**src/common/nvmrd_params.svh**
```systemverilog
// constants for the nonvolatile byte read port
`ifndef NVMRD_PARAMS_SVH
`define NVMRD_PARAMS_SVH
`define NVMRD_BANKS 8
`define NVMRD_BANK_BITS 128
`define NVMRD_BYTES_PER_BANK 16
`define NVMRD_BANK_SEL_W 3
`define NVMRD_BYTE_SEL_W 4
`define NVMRD_ADDR_W 7
`define NVMRD_DATA_W 8
`define NVMRD_BANK_MSB 6
`define NVMRD_BANK_LSB 4
`define NVMRD_BYTE_MSB 3
`define NVMRD_BYTE_LSB 0
`define NVMRD_ERASED_BANK 128'hffffffffffffffffffffffffffffffff
`define NVMRD_ERASE_CYCLES 16
`define NVMRD_WRITE_CYCLES 16
`define NVMRD_CNT_W 12
`endif

```
**src/common/nvmrd_pkg.sv**
```systemverilog
// types for the nonvolatile byte read port
package nvmrd_pkg;
  typedef enum logic [2:0] {
    NVMRD_IDLE = 3'b001,
    NVMRD_ERASE = 3'b010,
    NVMRD_WRITE = 3'b100
  } nvmrd_state_t;
endpackage : nvmrd_pkg

```
**src/design/nvmrd_top.sv**
```systemverilog
// nonvolatile byte read port with bank-wise programming
`timescale 1ns/1ns
`include "nvmrd_params.svh"
// Function
// - storage is 1 kbit held as eight separate banks of 128 bits each.
// - on read-back each bank appears as sixteen individually addressed bytes.
// - only the scan programming port can write; the fabric port has no write path.
// - programming rewrites any chosen bank, always one whole bank at a time.
// - a bank is erased automatically before new contents are written into it.
// - the read port is synchronous to the access clock and returns single bytes.
// - the top three address bits select one of the eight banks.
// - the low four address bits select one of the sixteen bytes of that bank.
// - an address taken at a rising edge gives valid data at the next falling edge.
// - with a steady address data goes invalid at each rising edge, valid at each falling.
module nvmrd_top #(
  parameter int ERASE_CYCLES = `NVMRD_ERASE_CYCLES,
  parameter int WRITE_CYCLES = `NVMRD_WRITE_CYCLES,
  parameter logic [`NVMRD_BANKS*`NVMRD_BANK_BITS-1:0] INIT_CONTENT =
    {`NVMRD_BANKS{`NVMRD_ERASED_BANK}}
) (
  input wire logic CORE_CLK_I,
  input wire logic RST_I,
  input wire logic [`NVMRD_ADDR_W-1:0] RD_ADDR_I,
  output logic [`NVMRD_DATA_W-1:0] RD_DATA_O,
  output logic RD_VALID_O,
  input wire logic PROG_REQ_I,
  input wire logic [`NVMRD_BANK_SEL_W-1:0] PROG_BANK_I,
  input wire logic [`NVMRD_BANK_BITS-1:0] PROG_DATA_I,
  output logic PROG_BUSY_O,
  output logic PROG_DONE_O
);
  import nvmrd_pkg::*;

  logic [`NVMRD_BANK_BITS-1:0] bank_q [`NVMRD_BANKS];
  logic [`NVMRD_ADDR_W-1:0] addr_q;
  logic [`NVMRD_DATA_W-1:0] dout_q;
  logic rise_tgl_q;
  logic fall_tgl_q;
  logic req_m_q, req_s_q, req_d_q;
  logic [`NVMRD_BANK_SEL_W-1:0] pbank_m_q, pbank_s_q, pbank_q;
  logic [`NVMRD_BANK_BITS-1:0] pdata_m_q, pdata_s_q, pdata_q;
  nvmrd_state_t state_q, state_d;
  logic [`NVMRD_CNT_W-1:0] cnt_q;
  logic done_q;

  // read decode, fabric side is read-only
  wire [`NVMRD_BANK_SEL_W-1:0] rd_bank = addr_q[`NVMRD_BANK_MSB:`NVMRD_BANK_LSB];
  wire [`NVMRD_BYTE_SEL_W-1:0] rd_byte = addr_q[`NVMRD_BYTE_MSB:`NVMRD_BYTE_LSB];
  wire [`NVMRD_BANK_BITS-1:0] rd_word = bank_q[rd_bank];
  wire [`NVMRD_DATA_W-1:0] rd_sel = rd_word[{rd_byte, 3'b000} +: `NVMRD_DATA_W];

  // address taken on the rising edge
  always_ff @(posedge CORE_CLK_I or posedge RST_I) begin
    if (RST_I) begin
      addr_q <= '0;
      rise_tgl_q <= 1'b0;
    end else begin
      addr_q <= RD_ADDR_I;
      rise_tgl_q <= ~rise_tgl_q;
    end
  end

  // data launched on the falling edge so it is stable before the next rise
  always_ff @(negedge CORE_CLK_I or posedge RST_I) begin
    if (RST_I) begin
      dout_q <= '0;
      fall_tgl_q <= 1'b0;
    end else begin
      dout_q <= rd_sel;
      fall_tgl_q <= rise_tgl_q;
    end
  end

  assign RD_DATA_O = dout_q;
  assign RD_VALID_O = (rise_tgl_q == fall_tgl_q);

  // programming pins come from the scan domain
  always_ff @(posedge CORE_CLK_I or posedge RST_I) begin
    if (RST_I) begin
      req_m_q <= 1'b0;
      req_s_q <= 1'b0;
      req_d_q <= 1'b0;
      pbank_m_q <= '0;
      pbank_s_q <= '0;
      pdata_m_q <= '0;
      pdata_s_q <= '0;
    end else begin
      req_m_q <= PROG_REQ_I;
      req_s_q <= req_m_q;
      req_d_q <= req_s_q;
      pbank_m_q <= PROG_BANK_I;
      pbank_s_q <= pbank_m_q;
      pdata_m_q <= PROG_DATA_I;
      pdata_s_q <= pdata_m_q;
    end
  end

  wire req_rise = req_s_q & ~req_d_q;
  wire start = req_rise && (state_q == NVMRD_IDLE);
  wire erase_end = (state_q == NVMRD_ERASE) && (cnt_q == `NVMRD_CNT_W'(ERASE_CYCLES - 1));
  wire write_end = (state_q == NVMRD_WRITE) && (cnt_q == `NVMRD_CNT_W'(WRITE_CYCLES - 1));

  always_comb begin
    state_d = state_q;
    unique case (state_q)
      NVMRD_IDLE: if (start) state_d = NVMRD_ERASE;
      NVMRD_ERASE: if (erase_end) state_d = NVMRD_WRITE;
      NVMRD_WRITE: if (write_end) state_d = NVMRD_IDLE;
      default: state_d = NVMRD_IDLE;
    endcase
  end

  // bank and data held for the whole sequence; a request edge seen while not idle is dropped
  always_ff @(posedge CORE_CLK_I or posedge RST_I) begin
    if (RST_I) begin
      state_q <= NVMRD_IDLE;
      cnt_q <= '0;
      pbank_q <= '0;
      pdata_q <= '0;
      done_q <= 1'b0;
    end else begin
      state_q <= state_d;
      cnt_q <= (state_d != state_q) ? '0 : cnt_q + 1'b1;
      done_q <= write_end;
      if (start) begin
        pbank_q <= pbank_s_q;
        pdata_q <= pdata_s_q;
      end
    end
  end

  assign PROG_BUSY_O = (state_q != NVMRD_IDLE);
  assign PROG_DONE_O = done_q;

  // storage, one whole bank changes at a time
  for (genvar b = 0; b < `NVMRD_BANKS; b++) begin : g_bank
    wire sel = (pbank_q == `NVMRD_BANK_SEL_W'(b));
    always_ff @(posedge CORE_CLK_I or posedge RST_I) begin
      if (RST_I) begin
        // reset stands in for contents retained across power
        bank_q[b] <= INIT_CONTENT[b*`NVMRD_BANK_BITS +: `NVMRD_BANK_BITS];
      end else if (sel && erase_end) begin
        bank_q[b] <= `NVMRD_ERASED_BANK;
      end else if (sel && write_end) begin
        bank_q[b] <= pdata_q;
      end
    end
  end
endmodule : nvmrd_top

```
**config.mk**
```make
export PLATFORM = sky130hd
export DESIGN_NAME = nvmrd_top
export DESIGN_NICKNAME = d
export VERILOG_FILES = /design/src/common/nvmrd_pkg.sv /design/src/design/nvmrd_top.sv
export VERILOG_INCLUDE_DIRS = /design/src /design/src/common
export SDC_FILE = /design/constraint.sdc
export NUM_CORES = 2
export LEC_CHECK = 0
export ABC_AREA = 1
export BUFFER_PORTS_ARGS = -buffer_cell sky130_fd_sc_hd__buf_2
export CORE_ASPECT_RATIO = 0.75
export CORE_MARGIN = 2
export CORE_UTILIZATION = 50
export CTS_CLUSTER_SIZE = 8
export DETAILED_ROUTE_END_ITERATION = 8
export HOLD_SLACK_MARGIN = 0.05
export PLACE_DENSITY = 0.68
export SLEW_MARGIN = 20
export SYNTH_ARGS = -nofsm -noshare
export SYNTH_HDL_FRONTEND = slang
export SYNTH_SLANG_ARGS = --single-unit
```
**constraint.sdc**
```tcl
create_clock -name CORE_CLK_I -period 131.7 [get_ports CORE_CLK_I]
set_clock_uncertainty 0.2 [all_clocks]
set_input_delay 19.755 -clock CORE_CLK_I [delete_from_list [all_inputs] [get_ports CORE_CLK_I]]
set_output_delay 19.755 -clock CORE_CLK_I [all_outputs]
set_load 0.01 [all_outputs]
```
==> results by group <==
Floorplanning
  • Die area: 130000 um^2
  • Core Rows: 113
  • Starting Density: 50.3%
  • Core area: 126000 um^2
  • Die Y: 313 um
  • I/O Pins: 152
  • Die W: 416 um

Synth
  • Yosys top cell area share: 42.4%
  • Synthesis-stage register bit count: 1453
  • Syn. warnings: 0
  • Post-synth ARST share: 100%
  • Number of flops mapped to enable cells by yosys: 0
  • Syn Inst Count: 6861
  • Post-synthesis sequential area ratio: 59.2%
  • Syn Std Cell Area: 63600 um^2
  • Commonest cells post-synth: 2489 x nand2_1, 1025 x dfstp_2, 932 x nand3_1, 656 x o21ai_1, 419 x dfrtp_1
  • Top-count cell post-synth: nand2_1
  • Net Count, Synth: 7003
  • Synth unique cells: 29
  • Top FF cell, synth: dfstp_2
  • Area contributors post-synth: dfstp_2 42%, dfrtp_1 16%, nand2_1 15%
  • Synth area leader: dfstp_2
  • Syn_area_per_cell: 9.27 um^2

Clock tree
  • Hold_buf cts: 0
  • CTS buffer count: 199
  • H-tree levels: 4
  • Post-CTS Repair Setup Buffers: 0
  • CTS Buffer Depth: 3
  • Post-CTS resize count: 0
  • Worst-path clk slew: 0.05 ns
  • Clk root buf: clkbuf_16
  • TritonCTS clock tree: done
  • Skew-Pair Late Insertion Delay: 0.83 ns
  • CTS Sinks: 1453

Detailed routing
  • Final WL: 161 mm
  • Initial DRC count: 4180
  • Routed wire length per instance: 18.8 um
  • Detail Route Antenna Nets: 0
  • Via/cell ratio: 5.46
  • DR vias: 46700
  • DRT Pass-1 Iters: 6
  • DRC viols: 0

Critical path
  • Arrival time worst endpoint: 67.25 ns
  • Critical path class: register to output port
  • Worst path bufs/invs: 1
  • CP max FO: 1
  • Crit-path slowest cell: dfrtn_1
  • Crit path largest cell delay: 0.41 ns
  • CP Data Required Time: 111.74 ns
  • Type of destination of the critical path: output port
  • Startpoint Class: register
  • Critical path's top delay family: flip-flops
  • Cells along the critical path: xnor2_1 > buf_2

Cells and area
  • Nets: 6933
  • Fin area: 69200 um^2
  • Layout cell share with drive strength beyond 1: 26.0%
  • Final Util: 54.8%
  • Antenna fix cells: 0
  • Area growth syn-to-layout: 8.87%

GRT
  • Largest net degree at the start of global routing: 199
  • Initial antenna violation count: 1
  • Total track usage: 25.0%
  • Vias in the first global route: 46100
  • First-pass GRT wire length: 260 mm
  • GRT overflow: 0

Job
  • Max-Cap Viols: 0

Power
  • Leakage: 0.0274 uW
  • Power Density: 15.9 nW/um^2
  • Total power: 1100 uW
  • Max IR drop VDD: 0.0172 mV

STA
  • Worst-Margin Slew: 1.15 ns
  • Slew HR: 23.4%
  • Slew Limit Fails: 0
  • Setup TNS: 0 ns
  • Fin Hold WS: 0.133 ns
  • Hold Fails Final Rpt: 0
  • Unrepaired setup endpoints after global routing: false
  • Endpoints failing setup: 0

Placed design
  • Hpwl dp: 85.9 mm
  • Post-DP Area: 63600 um^2
  • Placer Congestion: 0.801
  • # port buffers: 151

Status
  • Outcome: complete, no violations

Min path
  • Worst hold path type: register to register
routing by layer:
layer	wire length (um)	track usage, %	share of wire [%]	up-vias
met1	70700	34.7	44	22900
met5	0	0	0	-
li1	-	-	-	22200
met2	77100	40.6	48	1388
met4	4090	8.15	2.5	0
met3	9180	3.83	5.7	282
kinds of logic after synthesis:
group,Yosys count,share of synthesized area [%]
buffers and inverters,771,7.18
adder cells (fa/ha/maj),1,0.0197
AND/OR/NAND/NOR,3464,22.5
XOR/XNOR,10,0.138
AO/OA/AOI/OAI,1162,11.0
flip-flops,1453,59.2
where the power goes:
group | total (uW) | internal, uW | switching [uW]
sequential | 482 | 474 | 8.21
clock | 467 | 278 | 189
combinational | 149 | 25.1 | 124
cell usage in the layout (no fill, tap or decap), drive strengths merged:
master     n
xor2       6
xnor2      4
o21ai   1159
dfstp   1025
or2        1
a31oi      1
dfrtn      9
ha         1
nand2   2497
inv      287
nor3       4
dfrtp    419
nor2      27
nand4      2
nand3    933
clkinv     8
buf      219
clkbuf   287
o211ai     2
registers in the layout (all words and copies together), names as in the netlist, 3 cells and up:
register   flops
bank_q      1024
pdata_m_q    128
pdata_q      128
pdata_s_q    128
cnt_q         12
RD_DATA_O      8
addr_q         7
pbank_m_q      3
pbank_q        3
pbank_s_q      3
state_q        3
area by class of cell:
type / count / area [um^2]
well taps: 1667 / 2090
clock inverters: 14 / 283
clock buffers: 287 / 5340
flip-flops and latches: 1453 / 37700
multi-input cells: 4637 / 21500
repair buffers: 219 / 1320
fillers: 11300 / 57200
inverters: 281 / 1080
path summary, 6_finish.rpt:
path	start	to	slack, ns	cells after the start
setup reg to reg	addr_q[4]	RD_DATA_O[5]	60.78	13
hold reg to reg	pdata_m_q[17]	pdata_s_q[17]	0.13	0
hold / removal	pdata_m_q[17]	pdata_s_q[17]	0.13	0
min in group asynchronous	RST_I	pdata_m_q[69]	18.75	2
setup / recovery	fall_tgl_q	RD_VALID_O	44.49	2
max in group asynchronous	RST_I	RD_DATA_O[3]	46.22	2
stage by stage:
step	setup WS (ns)	cells
floorplan	7.52	6861
global placement	45.25	8256
detailed placement	45.22	8256
CTS	44.44	8557
global route	44.42	8558
finish	44.49	8558
(Power assumes the default switching activity.)
